### src/hdl/cit_params.svh
`ifndef CIT_PARAMS_SVH
`define CIT_PARAMS_SVH
// ----------------------------------------------------------------
// Register offsets (byte addresses)
// ----------------------------------------------------------------
`define CIT_OFF_MODE 8'h00
`define CIT_OFF_COUNT 8'h04
`define CIT_OFF_CAPF 8'h08
`define CIT_OFF_CAPR 8'h0C
`define CIT_OFF_PORT1 8'h10
`define CIT_OFF_PORT2 8'h14
`define CIT_OFF_IRQ 8'h18
// ----------------------------------------------------------------
// Field positions
// ----------------------------------------------------------------
`define CIT_OVERFLOW_HIGH_FLAG_BIT 7
`define CIT_OVERFLOW_LOW_FLAG_BIT 6
`define CIT_OVERFLOW_IRQ_ENABLE_BIT 5
`define CIT_IRQ_EDGE_SELECT_BIT 4
`define CIT_CLR_HI_BIT 3
`define CIT_CLR_LO_BIT 2
`define CIT_PIN_SEL_BIT 3
`define CIT_FILT_EN_BIT 4
`define CIT_IRQ_FLAG_BIT 0
`define CIT_IRQ_EN_BIT 1
// ----------------------------------------------------------------
// Reset values, widths and counts
// ----------------------------------------------------------------
`define CIT_MODE_RST 8'h00
`define CIT_COUNT_RST 8'h00
`define CIT_CAP_RST 8'h00
`define CIT_COUNT_MAX 8'hFF
`define CIT_PRESC_W 6
`define CIT_FILT_LEN 5
`define CIT_SYNC_STAGES 2
`define CIT_RESP_OKAY 2'b00
`define CIT_RESP_SLVERR 2'b10
`endif

### src/hdl/cit_pkg.sv
`include "cit_params.svh"
package cit_pkg;
  // Operating state of the surrounding chip
  typedef enum logic [2:0] {
    PM_ACTIVE,
    PM_SLEEP,
    PM_WATCH,
    PM_SUBACTIVE,
    PM_SUBSLEEP,
    PM_STANDBY
  } cit_pwr_t;

  // Registered state of the timer top, apart from the sync and filter chains
  typedef struct packed {
    logic awrdy;
    logic wrdy;
    logic aw_full;
    logic w_full;
    logic [7:0] awaddr;
    logic [7:0] wdata;
    logic wstb;
    logic bvalid;
    logic [1:0] bresp;
    logic arrdy;
    logic rvalid;
    logic [1:0] rresp;
    logic [31:0] rdata;
    logic [7:0] mode;
    logic [7:0] count;
    logic [7:0] cap_f;
    logic [7:0] cap_r;
    logic pin_sel;
    logic filt_en;
    logic irq_flag;
    logic irq_en;
    logic irq;
    logic [`CIT_PRESC_W-1:0] presc;
    logic wclk_prev;
    logic wdiv;
    logic clk_prev;
    logic cap_prev;
  } cit_state_t;
endpackage

### src/hdl/cit_sync.sv
`timescale 1ns/1ps
`default_nettype none
`include "cit_params.svh"
module cit_sync #(
  parameter int STAGES = `CIT_SYNC_STAGES
) (
  input wire logic clk_i,
  input wire logic reset_i,
  input wire logic async_i,
  output logic sync_o
);
  // ----------------------------------------------------------------
  // Flop chain; only the last stage is seen outside
  // ----------------------------------------------------------------
  logic [STAGES-1:0] chain_reg;
  logic [STAGES-1:0] chain_next;

  // Refuse a chain too short to let a metastable first stage settle
  if (STAGES < 2) begin : g_bad_stages
    $error("cit_sync needs at least two stages");
  end

  // Shift toward the output
  always_comb begin
    chain_next = {chain_reg[STAGES-2:0], async_i};
  end

  // Register the chain
  always_ff @(posedge clk_i) begin
    if (reset_i) begin
      chain_reg <= '0;
    end else begin
      chain_reg <= chain_next;
    end
  end

  assign sync_o = chain_reg[STAGES-1];
endmodule
`default_nettype wire

### src/hdl/cit_filter.sv
`timescale 1ns/1ps
`default_nettype none
`include "cit_params.svh"
module cit_filter #(
  parameter int LEN = `CIT_FILT_LEN
) (
  input wire logic clk_i,
  input wire logic reset_i,
  input wire logic sample_i,
  input wire logic din_i,
  input wire logic restart_i,
  input wire logic load_i,
  input wire logic load_val_i,
  output logic dout_o,
  output logic fresh_o
);
  localparam int CW = $clog2(LEN + 1);
  localparam logic [CW-1:0] FULL = CW'(LEN);

  logic [LEN-1:0] stg_reg, stg_next;
  logic dout_reg, dout_next;
  logic [CW-1:0] cnt_reg, cnt_next;

  // Refuse a chain that could not tell a glitch from a level
  if (LEN < 2) begin : g_bad_len
    $error("cit_filter needs at least two latches");
  end

  // ----------------------------------------------------------------
  // Latch chain and agreement check
  // ----------------------------------------------------------------
  // The sample counter tells the top when the chain is not yet full
  always_comb begin
    stg_next = stg_reg;
    dout_next = dout_reg;
    cnt_next = cnt_reg;
    if (load_i) begin
      stg_next = {LEN{load_val_i}};
      dout_next = load_val_i;
      cnt_next = FULL;
    end else if (sample_i) begin
      stg_next = {stg_reg[LEN-2:0], din_i};
      if (cnt_reg < FULL) begin
        cnt_next = cnt_reg + 1'b1;
      end
      if (stg_next == {LEN{stg_next[0]}}) begin
        dout_next = stg_next[0];
      end
    end
    if (restart_i) begin
      cnt_next = '0;
    end
  end

  // Register the filter state
  always_ff @(posedge clk_i) begin
    if (reset_i) begin
      stg_reg <= '0;
      dout_reg <= 1'b0;
      cnt_reg <= '0;
    end else begin
      stg_reg <= stg_next;
      dout_reg <= dout_next;
      cnt_reg <= cnt_next;
    end
  end

  assign dout_o = dout_reg;
  assign fresh_o = (cnt_reg < FULL);

  // ----------------------------------------------------------------
  // Checks
  // ----------------------------------------------------------------
  property p_filt_agree;
    @(posedge clk_i) disable iff (reset_i)
    $changed(dout_reg) |-> (stg_reg == {LEN{dout_reg}});
  endproperty
  a_filt_agree: assert property (p_filt_agree)
    else $error("filter output moved without agreement");
endmodule
`default_nettype wire

### src/hdl/cit_top.sv
// Implementation choices: the register offsets and register access over AXI4-Lite.
`timescale 1ns/1ps
`default_nettype none
`include "cit_params.svh"
module cit_top
  import cit_pkg::*;
(
  input wire logic clk_i,
  input wire logic reset_i,
  input wire logic [7:0] s_axi_awaddr_i,
  input wire logic s_axi_awvalid_i,
  output logic s_axi_awready_o,
  input wire logic [31:0] s_axi_wdata_i,
  input wire logic [3:0] s_axi_wstrb_i,
  input wire logic s_axi_wvalid_i,
  output logic s_axi_wready_o,
  output logic [1:0] s_axi_bresp_o,
  output logic s_axi_bvalid_o,
  input wire logic s_axi_bready_i,
  input wire logic [7:0] s_axi_araddr_i,
  input wire logic s_axi_arvalid_i,
  output logic s_axi_arready_o,
  output logic [31:0] s_axi_rdata_o,
  output logic [1:0] s_axi_rresp_o,
  output logic s_axi_rvalid_o,
  input wire logic s_axi_rready_i,
  input wire logic capture_pin_i,
  input wire logic watch_clk_i,
  input wire logic [2:0] power_mode_i,
  output logic irq_o
);
  cit_state_t r, n;
  cit_pwr_t pm;
  logic wsync, filt_out, fresh, sel_clk, run, mode_wr_ok;
  logic cap_in, cap_sig, cnt_pulse, samp_pulse, clr;
  logic nat_rise, nat_fall, inj_rise, inj_fall, rise, fall, ovf;
  logic wr_go, wr_hit, wr_mode, wr_port1, wr_port2, wr_irq;
  logic flt_restart, rd_hit;
  logic [31:0] rd_data;

  // ----------------------------------------------------------------
  // Watch clock crossing and capture filter
  // ----------------------------------------------------------------
  // The watch clock is unrelated to clk_i; a count may slip one cycle
  cit_sync #(.STAGES(`CIT_SYNC_STAGES)) u_wsync (
    .clk_i(clk_i),
    .reset_i(reset_i),
    .async_i(watch_clk_i),
    .sync_o(wsync)
  );

  cit_filter #(.LEN(`CIT_FILT_LEN)) u_filter (
    .clk_i(clk_i),
    .reset_i(reset_i),
    .sample_i(samp_pulse),
    .din_i(cap_in),
    .restart_i(flt_restart),
    .load_i(inj_rise | inj_fall),
    .load_val_i(inj_rise),
    .dout_o(filt_out),
    .fresh_o(fresh)
  );

  // ----------------------------------------------------------------
  // Clock selection, operating state and capture edges
  // ----------------------------------------------------------------
  always_comb begin
    pm = cit_pwr_t'(power_mode_i);
    mode_wr_ok = (pm == PM_ACTIVE) || (pm == PM_SUBACTIVE);
    // Watch and standby stop count pulses, samples and pin edges; sub modes need watch half
    case (pm)
      PM_ACTIVE, PM_SLEEP: run = 1'b1;
      PM_SUBACTIVE, PM_SUBSLEEP: run = (r.mode[1:0] == 2'b11);
      default: run = 1'b0;
    endcase
    case (r.mode[1:0])
      2'b00: sel_clk = r.presc[5];
      2'b01: sel_clk = r.presc[4];
      2'b10: sel_clk = r.presc[0];
      default: sel_clk = r.wdiv;
    endcase
    // A falling selected level counts, even one made by a switch
    cnt_pulse = run && r.clk_prev && !sel_clk;
    samp_pulse = run && !r.clk_prev && sel_clk;
    cap_in = r.pin_sel && capture_pin_i;
    // Pin select low leaves the input low: plain interval timer
    cap_sig = r.filt_en ? filt_out : cap_in;
    nat_rise = run && cap_sig && !r.cap_prev;
    nat_fall = run && !cap_sig && r.cap_prev;
  end

  // ----------------------------------------------------------------
  // Register bus decode
  // ----------------------------------------------------------------
  always_comb begin
    wr_go = r.aw_full && r.w_full && !r.bvalid;
    case (r.awaddr)
      `CIT_OFF_MODE, `CIT_OFF_COUNT, `CIT_OFF_CAPF, `CIT_OFF_CAPR,
      `CIT_OFF_PORT1, `CIT_OFF_PORT2, `CIT_OFF_IRQ: wr_hit = 1'b1;
      default: wr_hit = 1'b0;
    endcase
    wr_mode = wr_go && r.wstb && (r.awaddr == `CIT_OFF_MODE);
    wr_port1 = wr_go && r.wstb && (r.awaddr == `CIT_OFF_PORT1);
    wr_port2 = wr_go && r.wstb && (r.awaddr == `CIT_OFF_PORT2);
    wr_irq = wr_go && r.wstb && (r.awaddr == `CIT_OFF_IRQ);
    flt_restart = wr_port2 && r.wdata[`CIT_FILT_EN_BIT] && !r.filt_en;
    // Pin select moved while the filter chain is still filling
    inj_rise = 1'b0;
    inj_fall = 1'b0;
    if (wr_port1 && r.filt_en && fresh &&
        (r.wdata[`CIT_PIN_SEL_BIT] != r.pin_sel)) begin
      if (!r.pin_sel) begin
        inj_rise = capture_pin_i;
        inj_fall = !capture_pin_i;
      end else begin
        inj_fall = capture_pin_i;
      end
    end
    // Without the filter the gated input itself makes the false edge
    rise = nat_rise || inj_rise;
    fall = nat_fall || inj_fall;
    case (s_axi_araddr_i)
      `CIT_OFF_MODE: rd_data = {24'h00_0000, r.mode};
      `CIT_OFF_COUNT: rd_data = {24'h00_0000, r.count};
      `CIT_OFF_CAPF: rd_data = {24'h00_0000, r.cap_f};
      `CIT_OFF_CAPR: rd_data = {24'h00_0000, r.cap_r};
      `CIT_OFF_PORT1: rd_data = {28'h000_0000, r.pin_sel, 3'b000};
      `CIT_OFF_PORT2: rd_data = {27'h000_0000, r.filt_en, 4'h0};
      `CIT_OFF_IRQ: rd_data = {30'h0000_0000, r.irq_en, r.irq_flag};
      default: rd_data = 32'h0000_0000;
    endcase
    rd_hit = (s_axi_araddr_i <= `CIT_OFF_IRQ) &&
             (s_axi_araddr_i[1:0] == 2'b00);
  end

  // ----------------------------------------------------------------
  // Next state
  // ----------------------------------------------------------------
  always_comb begin
    n = r;
    // Address and data are taken in either order, one write at a time
    if (s_axi_awvalid_i && r.awrdy) begin
      n.aw_full = 1'b1;
      n.awaddr = s_axi_awaddr_i;
    end
    if (s_axi_wvalid_i && r.wrdy) begin
      n.w_full = 1'b1;
      n.wdata = s_axi_wdata_i[7:0];
      n.wstb = s_axi_wstrb_i[0];
    end
    if (r.bvalid && s_axi_bready_i) begin
      n.bvalid = 1'b0;
    end
    if (wr_go) begin
      n.aw_full = 1'b0;
      n.w_full = 1'b0;
      n.bvalid = 1'b1;
      n.bresp = wr_hit ? `CIT_RESP_OKAY : `CIT_RESP_SLVERR;
    end
    n.awrdy = !n.aw_full;
    n.wrdy = !n.w_full;
    // Read data are captured at acceptance and held until taken
    if (r.rvalid && s_axi_rready_i) begin
      n.rvalid = 1'b0;
    end
    if (s_axi_arvalid_i && r.arrdy) begin
      n.rvalid = 1'b1;
      n.rdata = rd_data;
      n.rresp = rd_hit ? `CIT_RESP_OKAY : `CIT_RESP_SLVERR;
    end
    n.arrdy = !n.rvalid;

    // Software writes first, so hardware sets below win over clears
    if (wr_mode && mode_wr_ok) begin
      n.mode[5:0] = r.wdata[5:0];
      if (!r.wdata[`CIT_OVERFLOW_HIGH_FLAG_BIT]) begin
        n.mode[`CIT_OVERFLOW_HIGH_FLAG_BIT] = 1'b0;
      end
      if (!r.wdata[`CIT_OVERFLOW_LOW_FLAG_BIT]) begin
        n.mode[`CIT_OVERFLOW_LOW_FLAG_BIT] = 1'b0;
      end
    end
    if (wr_port1) begin
      n.pin_sel = r.wdata[`CIT_PIN_SEL_BIT];
    end
    if (wr_port2) begin
      n.filt_en = r.wdata[`CIT_FILT_EN_BIT];
    end
    if (wr_irq) begin
      n.irq_en = r.wdata[`CIT_IRQ_EN_BIT];
      if (!r.wdata[`CIT_IRQ_FLAG_BIT]) begin
        n.irq_flag = 1'b0;
      end
    end

    // Divided clocks free-run; watch half toggles on each watch rise
    n.presc = r.presc + 1'b1;
    n.wclk_prev = wsync;
    if (wsync && !r.wclk_prev) begin
      n.wdiv = !r.wdiv;
    end
    n.clk_prev = sel_clk;
    n.cap_prev = (inj_rise || inj_fall) ? inj_rise : cap_sig;

    // Counter clear, capture and overflow
    clr = (rise && r.mode[`CIT_CLR_HI_BIT]) ||
          (fall && r.mode[`CIT_CLR_LO_BIT]);
    ovf = cnt_pulse && !clr && (r.count == `CIT_COUNT_MAX);
    if (clr) begin
      n.count = `CIT_COUNT_RST;
    end else if (cnt_pulse) begin
      n.count = r.count + 1'b1;
    end
    if (rise) begin
      n.cap_r = r.count;
    end
    if (fall) begin
      n.cap_f = r.count;
    end
    if (ovf) begin
      if (r.pin_sel && cap_sig) begin
        n.mode[`CIT_OVERFLOW_HIGH_FLAG_BIT] = 1'b1;
      end else begin
        n.mode[`CIT_OVERFLOW_LOW_FLAG_BIT] = 1'b1;
      end
    end
    if ((ovf && r.mode[`CIT_OVERFLOW_IRQ_ENABLE_BIT]) ||
        (rise && !r.mode[`CIT_IRQ_EDGE_SELECT_BIT]) ||
        (fall && r.mode[`CIT_IRQ_EDGE_SELECT_BIT])) begin
      n.irq_flag = 1'b1;
    end
    n.irq = n.irq_flag && n.irq_en;
  end

  // ----------------------------------------------------------------
  // State register
  // ----------------------------------------------------------------
  always_ff @(posedge clk_i) begin
    if (reset_i) begin
      r <= '0;
      r.mode <= `CIT_MODE_RST;
      r.count <= `CIT_COUNT_RST;
      r.cap_f <= `CIT_CAP_RST;
      r.cap_r <= `CIT_CAP_RST;
      r.awrdy <= 1'b1;
      r.wrdy <= 1'b1;
      r.arrdy <= 1'b1;
    end else begin
      r <= n;
    end
  end

  assign s_axi_awready_o = r.awrdy;
  assign s_axi_wready_o = r.wrdy;
  assign s_axi_bresp_o = r.bresp;
  assign s_axi_bvalid_o = r.bvalid;
  assign s_axi_arready_o = r.arrdy;
  assign s_axi_rdata_o = r.rdata;
  assign s_axi_rresp_o = r.rresp;
  assign s_axi_rvalid_o = r.rvalid;
  assign irq_o = r.irq;

  // ----------------------------------------------------------------
  // Checks
  // ----------------------------------------------------------------
  property p_first_count;
    @(posedge clk_i) disable iff (reset_i)
    ($fell(reset_i) && pm == PM_ACTIVE && !wr_go) |->
      ##[60:70] (r.count != `CIT_COUNT_RST);
  endproperty
  a_first_count: assert property (p_first_count)
    else $error("counter did not start after reset");

  property p_ovf_low;
    @(posedge clk_i) disable iff (reset_i)
    (ovf && !r.pin_sel) |=> r.mode[`CIT_OVERFLOW_LOW_FLAG_BIT] &&
      (r.count == `CIT_COUNT_RST);
  endproperty
  a_ovf_low: assert property (p_ovf_low)
    else $error("interval wrap did not set low overflow");

  property p_ovf_irq;
    @(posedge clk_i) disable iff (reset_i)
    (ovf && r.mode[`CIT_OVERFLOW_IRQ_ENABLE_BIT]) |=> r.irq_flag ##0
      (irq_o == r.irq_en);
  endproperty
  a_ovf_irq: assert property (p_ovf_irq)
    else $error("overflow request or interrupt wrong");

  property p_fall_count;
    @(posedge clk_i) disable iff (reset_i)
    (cnt_pulse && !clr && r.count != `CIT_COUNT_MAX) |=>
      (r.count == $past(r.count) + 8'h01);
  endproperty
  a_fall_count: assert property (p_fall_count)
    else $error("count pulse did not increment");

  property p_cap_rise;
    @(posedge clk_i) disable iff (reset_i)
    rise |=> (r.cap_r == $past(r.count));
  endproperty
  a_cap_rise: assert property (p_cap_rise)
    else $error("rising capture register not loaded");

  property p_false_rise;
    @(posedge clk_i) disable iff (reset_i)
    (!r.filt_en && run && $rose(r.pin_sel) && capture_pin_i &&
     $past(capture_pin_i)) |-> rise;
  endproperty
  a_false_rise: assert property (p_false_rise)
    else $error("pin select change gave no rising edge");

  property p_standby_hold;
    @(posedge clk_i) disable iff (reset_i)
    (pm == PM_STANDBY) [*2] |-> $stable(r.count) && $stable(r.cap_r)
      && $stable(r.cap_f);
  endproperty
  a_standby_hold: assert property (p_standby_hold)
    else $error("counter or captures moved in standby");

  property p_clear;
    @(posedge clk_i) disable iff (reset_i)
    (fall && r.mode[`CIT_CLR_LO_BIT]) |=> (r.count == `CIT_COUNT_RST);
  endproperty
  a_clear: assert property (p_clear)
    else $error("falling edge did not clear counter");

  property p_edge_irq;
    @(posedge clk_i) disable iff (reset_i)
    (inj_fall && r.mode[`CIT_IRQ_EDGE_SELECT_BIT]) |=> r.irq_flag;
  endproperty
  a_edge_irq: assert property (p_edge_irq)
    else $error("false falling edge did not set request");

  property p_sub_halt;
    @(posedge clk_i) disable iff (reset_i)
    (pm == PM_SUBACTIVE && r.mode[1:0] != 2'b11) |-> !cnt_pulse && !rise;
  endproperty
  a_sub_halt: assert property (p_sub_halt)
    else $error("counter ran in sub mode off watch clock");

  c_overflow: cover property (@(posedge clk_i) disable iff (reset_i) ovf);
  c_capture: cover property (@(posedge clk_i) disable iff (reset_i)
    rise ##[1:1000] fall);
  c_irq: cover property (@(posedge clk_i) disable iff (reset_i)
    $rose(irq_o));
  c_inject: cover property (@(posedge clk_i) disable iff (reset_i)
    inj_rise || inj_fall);
endmodule
`default_nettype wire

### config.mk
export PLATFORM = sky130hd
export DESIGN_NAME = cit_top
export DESIGN_NICKNAME = d
export VERILOG_FILES = /design/src/hdl/cit_pkg.sv /design/src/hdl/cit_sync.sv /design/src/hdl/cit_filter.sv /design/src/hdl/cit_top.sv
export VERILOG_INCLUDE_DIRS = /design/src /design/src/hdl
export SDC_FILE = /design/constraint.sdc
export NUM_CORES = 1
export LEC_CHECK = 0
export BUFFER_PORTS_ARGS = -buffer_cell sky130_fd_sc_hd__buf_2
export CAP_MARGIN = 20
export CORE_ASPECT_RATIO = 1.4
export CORE_MARGIN = 4
export CORE_UTILIZATION = 53
export DETAILED_ROUTE_END_ITERATION = 10
export PLACE_DENSITY = 0.8
export SETUP_SLACK_MARGIN = 0.5
export SLEW_MARGIN = 20
export SYNTH_ARGS = -nofsm -noshare
export SYNTH_HDL_FRONTEND = slang
export SYNTH_HIERARCHICAL = 1
export SYNTH_SLANG_ARGS = --single-unit
### constraint.sdc
create_clock -name clk_i -period 2.5 [get_ports clk_i]
set_input_delay 0.5 -clock clk_i [delete_from_list [all_inputs] [get_ports clk_i]]
set_output_delay 0.5 -clock clk_i [all_outputs]
set_load 0.01 [all_outputs]
Yosys cells after proc, flatten, opt, wreduce, memory -nomap -nowiden
Cells that the tools add are included.
{ "word_totals": {"output_inout_bits": 42, "elab_cells": 173, "reg_bits": 117, "input_bits": 64} }
{ "classes": {"add_sub_neg": 3, "mux": 36, "n_bitwise": 1, "order_cmp": 2, "n_eq_ne": 21, "n_reduce_logical": 77} }
{ "op_table": {"columns": ["operator", "count"], "rows": [
  ["$pmux W8 S7", 1],
  ["$eq A8 B5 Y1 const B", 6],
  ["$logic_and A1 B1 Y1", 38],
  ["$mux W35", 1],
  ["$eq A8 B4 Y1 const B", 4],
  ["$mux W1", 20],
  ["$eq A8 B3 Y1 const B", 2],
  ["$logic_not A8 Y1", 2],
  ["$logic_not A1 Y1", 14],
  ["$mux W3", 4],
  ["$mux W2", 5],
  ["$add A8 B1 Y8 const B", 1],
  ["$eq A8 B8 Y1 const B", 1],
  ["$le A8 B5 Y1 const B", 1],
  ["$mux W4", 2],
  ["$mux W8", 1],
  ["$reduce_bool A2 Y1", 4],
  ["$reduce_or A2 Y1", 4],
  ["$logic_or A1 B1 Y1", 7],
  ["$reduce_or A7 Y1", 1],
  ["$add A6 B1 Y6 const B", 1],
  ["$reduce_and A2 Y1", 3],
  ["$eq A2 B2 Y1 const B", 2],
  ["$eq A4 B4 Y1", 1],
  ["13 further kinds", 14]
]} }

Longest topological paths before layout
Gate-level depths: netlist (run 1).
{ "depth": {"depth_word": 19, "mapped_depth": 8, "ltp_nobuf": 8} }

Modules after synthesis
Netlist (run 1), hierarchy kept.
{ "modules_own_cells": {"columns": ["mod", "cells_per_inst", "instances", "area_each_um2", "seq_area_each_um2"], "rows": [
  ["cit_top", 421, 1, 3772.4, 1621.6],
  ["cit_filter", 40, 1, 384.1, 160.2],
  ["cit_sync", 4, 1, 52.6, 40.0]
]} }

Least setup slack after synthesis (run 1)
Ideal clock, no wire load.
{ "synth_path": {"path_kind": "input to register", "from": "input port capture_pin_i", "to": "register r (netlist bit irq_o)", "path_stages": 6, "setup_time_ps": 140, "t_required_ps": 2360, "arrival_ps": 1880, "path_slack_ps": 480, "path_buffers": 0, "cell_sequence": "ha_1 mux2i_1 nor3_2 a21oi_2 mux2_2 a311oi_2"} }
{ "synth_via": {"elab_chain_len": 16, "elab_cells_between_ends": 27, "classes_between": "mux: 6; reduce/logical: 21"} }
{ "synth_lines": {"columns": ["item", "line_no", "rtl"], "rows": [
  ["from (decl)", "cit_top.sv:27", "input wire logic capture_pin_i,"],
  ["$logic_and A1 B1 Y1", "cit_top.sv:85", "cap_in = r.pin_sel && capture_pin_i;"],
  ["$mux W1", "cit_top.sv:87", "cap_sig = r.filt_en ? filt_out : cap_in;"],
  ["$logic_not A1 Y1", "cit_top.sv:89", "nat_fall = run && !cap_sig && r.cap_prev;"],
  ["$logic_and A1 B1 Y1 (2 in a row)", "cit_top.sv:89", null],
  ["$logic_or A1 B1 Y1", "cit_top.sv:121", "fall = nat_fall || inj_fall;"],
  ["$logic_and A1 B1 Y1", "cit_top.sv:207", "(fall && r.mode[`CIT_CLR_LO_BIT]);"],
  ["$logic_or A1 B1 Y1", "cit_top.sv:206", "clr = (rise && r.mode[`CIT_CLR_HI_BIT]) ||"],
  ["$logic_not A1 Y1", "cit_top.sv:208", "ovf = cnt_pulse && !clr && (r.count == `CIT_COUNT_MAX);"],
  ["$logic_and A1 B1 Y1 (2 in a row)", "cit_top.sv:208", null],
  ["$logic_and A1 B1 Y1", "cit_top.sv:227", "if ((ovf && r.mode[`CIT_OVERFLOW_IRQ_ENABLE_BIT]) ||"],
  ["$logic_or A1 B1 Y1", "cit_top.sv:227", null],
  ["$logic_or A1 B1 Y1 (*)", "cit_top.sv:227", null],
  ["$mux W1 (*)", "cit_top.sv:227", null],
  ["$logic_and A1 B1 Y1 (*)", "cit_top.sv:232", "n.irq = n.irq_flag && n.irq_en;"],
  ["to (signal assigned)", "cit_top.sv:249", "r <= n;"],
  ["to (decl)", "cit_top.sv:32", "cit_state_t r, n;"]
]} }
Every way passes the cells marked *; elsewhere a longest branch is shown, timed or not.
A chain may end at the register's enable or synchronous reset.

Final worst setup path (run 1)
{ "layout_path": {"from": "register r[40] (netlist bit)", "to": "register r (netlist bit irq_o)"} }
{ "layout_via": {"elab_chain_len": 15, "elab_cells_between_ends": 28, "classes_between": "eq/ne: 3; mux: 3; reduce/logical: 22"} }
{ "layout_lines": {"columns": ["item", "line_no", "rtl"], "rows": [
  ["$eq A2 B2 Y1", "cit_top.sv:73", "PM_SUBACTIVE, PM_SUBSLEEP: run = (r.mode[1:0] == 2'b11);"],
  ["$pmux W1 S2", "cit_top.sv:71", "case (pm)"],
  ["$logic_and A1 B1 Y1, on equally long branches (2 in a row)", "cit_top.sv:88, cit_top.sv:89", null],
  ["$logic_or A1 B1 Y1, on equally long branches", "cit_top.sv:120, cit_top.sv:121", null],
  ["$logic_and A1 B1 Y1, on equally long branches", "cit_top.sv:206, cit_top.sv:207", null],
  ["$logic_or A1 B1 Y1", "cit_top.sv:206", null],
  ["$logic_not A1 Y1", "cit_top.sv:208", null],
  ["$logic_and A1 B1 Y1 (2 in a row)", "cit_top.sv:208", null],
  ["$logic_and A1 B1 Y1", "cit_top.sv:227", null],
  ["$logic_or A1 B1 Y1", "cit_top.sv:227", null],
  ["$logic_or A1 B1 Y1 (*)", "cit_top.sv:227", null],
  ["$mux W1 (*)", "cit_top.sv:227", null],
  ["$logic_and A1 B1 Y1 (*)", "cit_top.sv:232", null]
]} }
Marks and branches as above.

==> results of run 1 <==
-- cells by family after synthesis --
| logic type | count (synthesis) |
|---|---|
| other | 1 |
| and+or+nand+nor | 170 |
| muxes | 36 |
| xor gates and xnor gates | 16 |
| adders and majority gates | 5 |
| buffers and inverters | 59 |
| DFF | 91 |
| AOI/OAI and AO/OA | 87 |
-- what timing repair did --
item                                    4_1_cts  5_1_grt
buffers inserted                              0        3
endpoints found under the setup margin        7        7
gates resized for setup                       8        6
cloned                                        0        0
hold buffers                                  0        0
pin swaps                                     0        2
-- final timing paths --
kind,from,end,slack (ns),cells past startpoint
setup reg to reg,r[40],irq_o,0.59,6
hold reg to reg,u_wsync/chain_reg[0],u_wsync/chain_reg[1],0.45,1
hold / removal,watch_clk_i,u_wsync/chain_reg[0],0.35,2
setup / recovery,r[40],irq_o,0.59,6
-- per-stage QoR --
stage	area (um^2)	total power, W	setup slack [ns]
finish	4682	0.002608	0.5947
global route	4682	0.002712	0.4571
CTS	4639	0.002616	0.5073
detailed placement	4447	0.001748	0.3092
global placement	4447	0.001740	0.3193
floorplan	4310	0.001704	0.5010
-- worst max-delay path, cell delays in order (launching register included) --
cell and delay [ns]:
dfxtp_4 0.37, mux4_2 0.51, nand2b_4 0.19, nor3_4 0.15, and4_1 0.25, nand2_1 0.09, a311oi_2 0.27
-- placed cells by master, fill, tap and decap left out, types with 8 or more instances in the layout --
master,instances
conb_1,26
o21ai_0,10
clkbuf_8,9
dfxtp_1,88
mux2i_1,31
buf_4,15
a21oi_1,29
xor2_1,10
buf_2,52
nor2b_1,8
nand3_1,8
nor2_1,55
a22oi_1,10
nand2_1,57
a22o_1,8
-- where the power goes --
| part | internal [W] | switching, W | leakage, nW |
|---|---|---|---|
| registers | 0.00148 | 0.0000289 | 0.741 |
| clock network | 0.000366 | 0.000518 | 0.0799 |
| logic | 0.0000816 | 0.000130 | 1.17 |
-- routing by layer --
metal  global-route usage  share of wire  vias up
li1                     -              -     1659
met4              0.07743          0.014        0
met1               0.2195           0.40     1551
met5                    0              0        -
met3              0.04841          0.066       11
met2               0.3431           0.52       95
-- area by class of cell --
type	count	area [um^2]
inverters	7	26.28
flip-flops and latches	91	1828
well taps	100	125.1
clock buffers	11	131.4
multi-input cells	340	2161
fillers	662	3068
repair buffers	67	372.9
clock inverters	5	37.54
==> qor.yml, run 1 <==
routing:
  wl_per_cell_um: 14.37
  remaining_drc_errors: 0
  drtIter0Drc: 133
  routed_via_density: 5.340
  vias: 3316
  routed_wl_um: 8923
  ant_nets: 0
  dr.pass1.iters: 4
global_routing:
  grt_pass1_vias: 3198
  grt_max_degree: 30
  grt_pass1_wl_um: 14840
  antenna_found_initial: 0
  grt_util_all_layers: 0.1924
  globalRouteOverflowTotal: 0
yosys:
  ys_ff_latch: 91
  synth-compound-area-share: 0.1385
  synth_edf_count: 0
  yosysWarnings: 6
  synth_area_leaders: "dfxtp_1 43%, mux2i_1 7.4%, buf_4 6.8%"
  ys.flop_type: "dfxtp_1"
  netlist_area_mm2: 0.004209
  async_flop_share: 0
  synthTopCellsByCount: "91 x dfxtp_1, 57 x nand2_1, 55 x nor2_1"
  synthMuxAreaShare: 0.08977
  synth_cells: 465
  synth_top_area_frac: 0.4328
  synth.distinct_cells: 61
  synth_top_area_cell: "dfxtp_1"
  syn_area_per_cell_um2: 9.052
  synth_top_family_by_area: "simple AND/OR/NAND/NOR gates"
  yosysMostFrequentCell: "dfxtp_1"
  ys_seq_area_frac: 0.4328
  synthXorXnorAreaFrac: 0.03329
  synth-adder-area-share: 0.01486
  yosys.area_share.simple: 0.2030
timing:
  worst-slew-pin-transition_ns: 0.5734
  post-route-min-period_ns: 1.905
  drv_slew: 0
  skew_ns: 0.01234
  fin_crit_sh: 0.7621
  fin_tns_setup_ns: 0
  slew_headroom: 0.6177
  hold_viol: 0
  rsz0062_at_grt: "yes"
  fmax_mhz: 524.9
  setup_viol: 0
  fin_hold_ws_ns: 0.3473
layout:
  final_util: 0.6041
  drive_gt1_frac: 0.2092
  nets: 585
  fin_cells: 621
  largest_reg_flops: 65
  area_delta_synth_final_pct: 11.24
  antennaDiodeCount: 0
cts:
  cts.sinks: 91
  cts_root_buf: "clkbuf_8"
  clock_latency_ns: 0.36
  cts_buffers: 9
  cts_max_path_buffers: 2
  ctsHtreeMaxLevel: 3
  cts_tree: "yes"
  path_clk_slew_ns: 0.09
min_path:
  hp-class: "input pin to register"
worst_setup_path:
  start_kind: "register"
  crit_path_end_kind: "register"
  critPathArrivalTime_ns: 2.18
  worstSetupPathType: "register to register"
  worstPathRequired_ns: 2.78
  cp_max_fo: 4
job:
  drv_cap: 0
die:
  num_rows: 38
  initial_core_util: 0.5431
  die_w_um: 83.32
  fp.dieH_um: 113.4
  ioPinCount: 106
  core_area_mm2: 0.007750
  fp.dieArea_mm2: 0.009451
placement:
  hpwlAfterDp_um: 6675
  dp_cells: 602
  gp_congestion: 0.8586
  io_buffers: 52
power_and_ir_drop:
  vdd_ir_drop_max_uv: 430.1
  leakage_nw: 1.992
  power_density_mw_per_mm2: 557.1
run_status:
  status: "completed"
(Power assumes the default switching activity.)
==> inputs of run 2 (changes only) <==
ABC_AREA = 1   (was unset)
CORE_UTILIZATION = 48   (was 53)
PLACE_DENSITY = 0.76   (was 0.8)
clock period = 1.7 ns   (was 2.5 ns; I/O delays follow)
==> run 2 against run 1 <==
Against the previous run: the flow now finishes with violations (negative setup slack); power rose by 85%; critical path depth is 5 higher; final cell count is 32% higher; flip-flop and latch count unchanged; maximum frequency grew 6.0%; count of clock-buffer cells in the layout fell by 2; worst hold slack lost 0.17 ns; die area is 13% higher; sequential power is 49% higher; critical path type unchanged; critical endpoint is now u_filter/stg_reg[2]; highest routed layer unchanged.
==> qor.yml, run 2 <==
yosys:
  synth_top_area_cell: "dfxtp_1"
  synth_top_area_frac: 0.4182
  ys_seq_area_frac: 0.4182
  yosysWarnings: 6
  ys_ff_latch: 91
  syn_area_per_cell_um2: 7.310
  synth_cells: 596
  async_flop_share: 0
  netlist_area_mm2: 0.004357
  synthTopCellsByCount: "91 x dfxtp_1, 88 x nand2_1, 81 x nor2_1"
  ys.flop_type: "dfxtp_1"
  synth_edf_count: 0
  synth.distinct_cells: 38
  synth_area_leaders: "dfxtp_1 42%, nand2_1 7.6%, nor2_1 7.0%"
  yosysMostFrequentCell: "dfxtp_1"
die:
  die_w_um: 88.52
  num_rows: 40
  initial_core_util: 0.5003
  core_area_mm2: 0.008708
  fp.dieH_um: 120.7
  ioPinCount: 106
  fp.dieArea_mm2: 0.01069
timing:
  setup_ws_ns: -0.09690
  drv_slew: 0
  skew_ns: 0.009751
  setup_viol: 8
  fmax_mhz: 556.5
  rsz0062_at_grt: "yes"
  hold_viol: 0
  fin_crit_sh: 1.057
  post-route-min-period_ns: 1.797
min_path:
  holdPathStages: 3
  holdPathEnd: "u_wsync/chain_reg[0]"
  worstHoldStart: "watch_clk_i"
  hp-class: "input pin to register"
worst_setup_path:
  r2r_cells: 11
  worstPathRequired_ns: 2.00
  start_kind: "register"
  critPathArrivalTime_ns: 2.10
  crit_path_end_kind: "register"
  r2r_start: "r[39]"
  worstSetupPathType: "register to register"
  r2r_slack_ns: -0.1
  cp_max_fo: 5
  r2r_end: "u_filter/stg_reg[2]"
placement:
  gp_congestion: 0.8579
  io_buffers: 52
  hpwlAfterDp_um: 7284
  dp_worst_setup_slack_ns: 0.01758
layout:
  nets: 779
  layout_common_cells: "74 x dfxtp_1, 68 x nand2_1, 61 x nor2_1"
  final_util: 0.7348
  mostFrequentLayoutCell: "dfxtp_1"
  area_delta_synth_final_pct: 46.87
  drive_gt1_frac: 0.4503
  largest_reg_flops: 65
  antennaDiodeCount: 0
routing:
  routed_via_density: 5.633
  drtIter0Drc: 349
  wl_per_cell_um: 17.82
  remaining_drc_errors: 0
  routed_wl_um: 14620
  dr.pass1.iters: 5
  ant_nets: 0
  vias: 4619
global_routing:
  grt_util_all_layers: 0.2231
  antenna_found_initial: 0
  grt_pass1_vias: 4168
  globalRouteOverflowTotal: 0
  grt_max_degree: 44
  grt_pass1_wl_um: 18880
job:
  drv_cap: 0
cts:
  cts_root_buf: "clkbuf_16"
  cts_tree: "yes"
  path_clk_slew_ns: 0.08
  cts_max_path_buffers: 2
  cts_buffers: 9
  clock_latency_ns: 0.36
  cts.sinks: 91
  ctsHtreeMaxLevel: 3
run_status:
  status: "complete, but fails checks"
  violations: "negative setup slack"
power_and_ir_drop:
  power_density_mw_per_mm2: 752.3
  vdd_ir_drop_max_uv: 978.3
  leakage_nw: 2.749
[run 2: cell count changes after synthesis, moves of 6 or more]
cell / previous run / this run
mux2i_1: 31 / 0
nor2b_1: 8 / 0
o21ai_1: 1 / 14
a22o_1: 8 / 0
a22oi_1: 10 / 0
buf_1: 6 / 0
xor2_1: 10 / 4
nor2_1: 55 / 81
nand3_1: 8 / 41
nand2_1: 57 / 88
o21ai_0: 11 / 44
inv_1: 7 / 66
a21oi_1: 29 / 51
[run 2: how the worst max path moves through the flow]
stage / to / slack [ns] / cells after the start / from
CTS: u_filter/cnt_reg[0] / 0.15 / 9 / r[39]
detailed placement: r[29] / 0.02 / 11 / capture_pin_i
finish: u_filter/stg_reg[2] / -0.1 / 11 / r[39]
global route: u_filter/cnt_reg[0] / -0.16 / 10 / r[99]
global placement: r[29] / 0.05 / 11 / capture_pin_i
floorplan: u_filter/dout_o / 0.24 / 10 / u_filter/cnt_reg[0]
[run 2: logic make-up (layout without fill, tap and decap cells)]
kind of cell / after synthesis / count (layout) / share of synthesized area
and+or+nand+nor: 257 / 257 / 0.2792
buffers and inverters: 121 / 215 / 0.1376
AOI/OAI and AO/OA: 115 / 115 / 0.1379
DFF: 91 / 91 / 0.4182
xor gates and xnor gates: 6 / 6 / 0.01206
adders and majority gates: 5 / 5 / 0.01436
other: 1 / 26 / 0.0008607
[run 2: final cells by class]
| class | instances | area, um^2 |
|---|---|---|
| tap | 105 | 131.4 |
| multi-input combinational | 409 | 2775 |
| sequential | 91 | 1853 |
| fill | 564 | 2310 |
| timing repair buffer | 128 | 1047 |
| clock buffer | 9 | 225.2 |
| clock inverter | 7 | 65.06 |
| inverter | 71 | 301.5 |
[run 2: metrics by stage]
| step | total power (W) | std cells | instance area, um^2 | hold WS (ns) | setup TNS (ns) |
|---|---|---|---|---|---|
| after floorplan | 0.002550 | 621 | 4604 | 0.3883 | 0 |
| after global placement | 0.002618 | 751 | 4846 | 0.3914 | 0 |
| after detailed placement | 0.002632 | 751 | 4846 | 0.3959 | 0 |
| after CTS | 0.004618 | 795 | 5670 | 0.1887 | 0 |
| after global routing | 0.004957 | 820 | 6399 | 0.2037 | -1.255 |
| final | 0.004814 | 820 | 6399 | 0.1811 | -0.3261 |
[run 2: repair_timing]
item | 4_1_cts | 5_1_grt
setup buffers | 28 | 25
endpoints found under the setup margin | 48 | 59
resized for setup | 93 | 147
pin swaps | 41 | 71
hold buffers | 0 | 0
[run 2: worst max-delay path, cell delays in order (launching register included)]
cell	delay (ns)
dfxtp_4	0.43
nand2_2	0.08
inv_2	0.07
nand3_4	0.08
nand2_4	0.12
nor3b_4	0.21
buf_6	0.18
buf_6	0.12
nand2_4	0.05
o211ai_1	0.24
nand2_1	0.08
inv_1	0.06
[run 2: metal layers]
metal  up-vias  track usage  wire length, um
met1      2166       0.2364             4963
met4         0       0.1295             1146
met5         -            0                0
met3        82      0.03749              858
li1       2122            -                -
met2       249       0.4017             7645
[run 2: power by group]
| group | internal [W] | total (W) | switching [W] | leakage [nW] |
|---|---|---|---|---|
| clock | 0.00103 | 0.00202 | 0.000984 | 0.141 |
| sequential | 0.00219 | 0.00225 | 0.0000556 | 0.748 |
| combinational | 0.000224 | 0.000550 | 0.000326 | 1.86 |
==> inputs of run 3 (changes only) <==
MAX_ROUTING_LAYER = met4   (was unset)
==> run 3 against run 2 <==
Against the previous run: the run still ends with negative setup slack left; clock power shrank 8%; critical path depth is 1 lower; critical endpoint is now u_filter/dout_o; largest cell class unchanged; global-route usage down 0.22 points; core utilization fell by 1.0 points; flip-flop and latch count unchanged; largest power group unchanged; highest routed layer unchanged; power shrank 4.4%; final cell count shrank 0.61%; clock skew is 0.0015 ns higher; sequential share of layout area is 0.36 points higher.
==> qor.yml, run 3 (synthesis gave the netlist of run 2 again) <==
worst_setup_path:
  worstPathRequired_ns: 1.93
  crit_path_end_kind: "register"
  worstSetupPathType: "register to register"
  path_buf_inv: 0
  cp_max_fo: 5
  cp_slowest_cell: "dfxtp_2"
  critPathArrivalTime_ns: 2.05
  r2r_start: "u_filter/cnt_reg[1]"
  r2r_end: "u_filter/dout_o"
  r2r_slack_ns: -0.12
  critPathMostFrequentCell: "nand2_1"
  start_kind: "register"
  critPathMaxStageDelay_ns: 0.35
  r2r_cells: 10
  crit_chain: "o21ai_4, nand3_2, nor2_4, nand4_4, nand2_4, o21ai_2, nor2_2, nand2_1, nand2_1, nor2_1"
  cp_top_family: "simple AND/OR/NAND/NOR gates"
layout:
  drive_gt1_frac: 0.4451
  fillCellCount: 583
  layout_common_cells: "76 x dfxtp_1, 63 x nor2_1, 54 x inv_1"
  fin_area_mm2: 0.006311
  area_delta_synth_final_pct: 44.86
  largest_reg_flops: 65
  final_util: 0.7247
  antennaDiodeCount: 0
  nets: 774
  mostFrequentLayoutCell: "dfxtp_1"
timing:
  fin_crit_sh: 1.072
  skew_ns: 0.01127
  rsz0062_at_grt: "yes"
  post-route-min-period_ns: 1.822
  drv_slew: 0
  setup_viol: 3
  hold_viol: 0
  fmax_mhz: 548.7
  setup_ws_ns: -0.1224
  fin_tns_setup_ns: -0.1778
global_routing:
  grt_max_degree: 44
  grt_util_all_layers: 0.2208
  globalRouteOverflowTotal: 0
  grt_pass1_wl_um: 18240
  antenna_found_initial: 0
  grt_pass1_vias: 4138
routing:
  vias: 4602
  dr.pass1.iters: 6
  wl_per_cell_um: 16.65
  routed_wl_um: 13570
  routed_via_density: 5.647
  drtIter0Drc: 362
  remaining_drc_errors: 0
  ant_nets: 0
cts:
  cts_max_path_buffers: 2
  ctsHtreeMaxLevel: 3
  cts_buffers: 9
  path_clk_slew_ns: 0.06
  clock_latency_ns: 0.35
  cts_tree: "yes"
  cts_root_buf: "clkbuf_16"
  cts.sinks: 91
min_path:
  hp-class: "input pin to register"
  holdPathStages: 3
  holdPathEnd: "u_wsync/chain_reg[0]"
  worstHoldStart: "watch_clk_i"
power_and_ir_drop:
  power_frac_seq: 0.487
  p_total_w: 0.004603
  pwr-share-clk: 0.405
  swShare: 0.2631
  power_density_mw_per_mm2: 729.4
  leakage_nw: 2.816
  p_sw_w: 0.001211
  pwr-share-comb: 0.108
  vdd_ir_drop_max_uv: 980.7
  p_int_w: 0.003392
die:
  core_area_mm2: 0.008708
  initial_core_util: 0.5003
  num_rows: 40
  ioPinCount: 106
  fp.dieArea_mm2: 0.01069
  fp.dieH_um: 120.7
  die_w_um: 88.52
placement:
  gp_congestion: 0.8809
  hpwlAfterDp_um: 7320
  placed_area_mm2: 0.004841
  io_buffers: 52
run_status:
  status: "complete, but fails checks"
  violations: "negative setup slack"
job:
  drv_cap: 0
run 3: cell types whose count changed in the layout (fill, tap and decap cells not counted), moves of 5 or more:
cell	delta
nand2_1	-15
o21ai_0	+6
nand3_1	-5
o21ai_1	-8
inv_2	-5
nand2_2	+6
buf_4	+15
a21oi_2	-11
inv_1	+5
nand3_2	+7
a21oi_1	+11
buf_6	-20
nand2_4	+9
run 3: repair_timing:
item                       4_1_cts  5_1_grt
gates cloned                     0        3
pin swaps                       57       69
setup endpoints to repair       51       57
resized for setup               72      149
hold buffers                     0        0
setup buffers                   27       17
run 3: layout make-up:
cell class	instances	area [um^2]	share of cell area
sequential	91	1851	0.2932
tap	105	131.4	0.02082
clock buffer	11	232.7	0.03688
timing repair buffer	122	954.7	0.1513
inverter	71	296.5	0.04699
timing repair inverter	1	8.758	0.001388
clock inverter	5	38.79	0.006146
multi-input combinational	409	2798	0.4433
run 3: per-layer routing:
metal / up-vias / track usage / part of all wire
met5: - / - / 0
met4: 0 / 0.09830 / 0.058
met3: 84 / 0.04567 / 0.070
met2: 270 / 0.3839 / 0.52
met1: 2148 / 0.2371 / 0.35
li1: 2100 / - / -
run 3: through the flow:
stage | hold WS [ns] | cells | worst slack (ns)
final | 0.1909 | 815 | -0.1224
after global routing | 0.1961 | 815 | -0.1671
after CTS | 0.1876 | 795 | 0.1624
after detailed placement | 0.4005 | 752 | 0.03392
after global placement | 0.3930 | 752 | 0.06372
after floorplan | 0.3883 | 621 | 0.2370
run 3: power by group through the flow:
stage	Combinational, W	Clock (W)	Sequential, W
6_report	0.000497	0.00186	0.00224
5_1_grt	0.000549	0.00197	0.00225
4_1_cts	0.000418	0.00187	0.00223
3_5_place_dp	0.000348	0	0.00228
3_3_place_gp	0.000339	0	0.00228
2_1_floorplan	0.000273	0	0.00228
run 3: worst register-to-register path: cells and delay by family (launching register included):
kind / cells / cell delay (ns)
AOI/OAI and AO/OA: 2 / 0.26
DFF: 1 / 0.35
and+or+nand+nor: 8 / 1.12
run 3: worst max path at each step:
stage | from | end | depth (start not counted)
6_report | u_filter/cnt_reg[1] | u_filter/dout_o | 10
5_1_grt | u_filter/cnt_reg[1] | u_filter/dout_o | 11
4_1_cts | r[40] | r[37] | 10
3_5_place_dp | power_mode_i[0] | irq_o | 10
3_3_place_gp | power_mode_i[0] | u_filter/stg_reg[1] | 12
2_1_floorplan | u_filter/cnt_reg[0] | u_filter/dout_o | 10
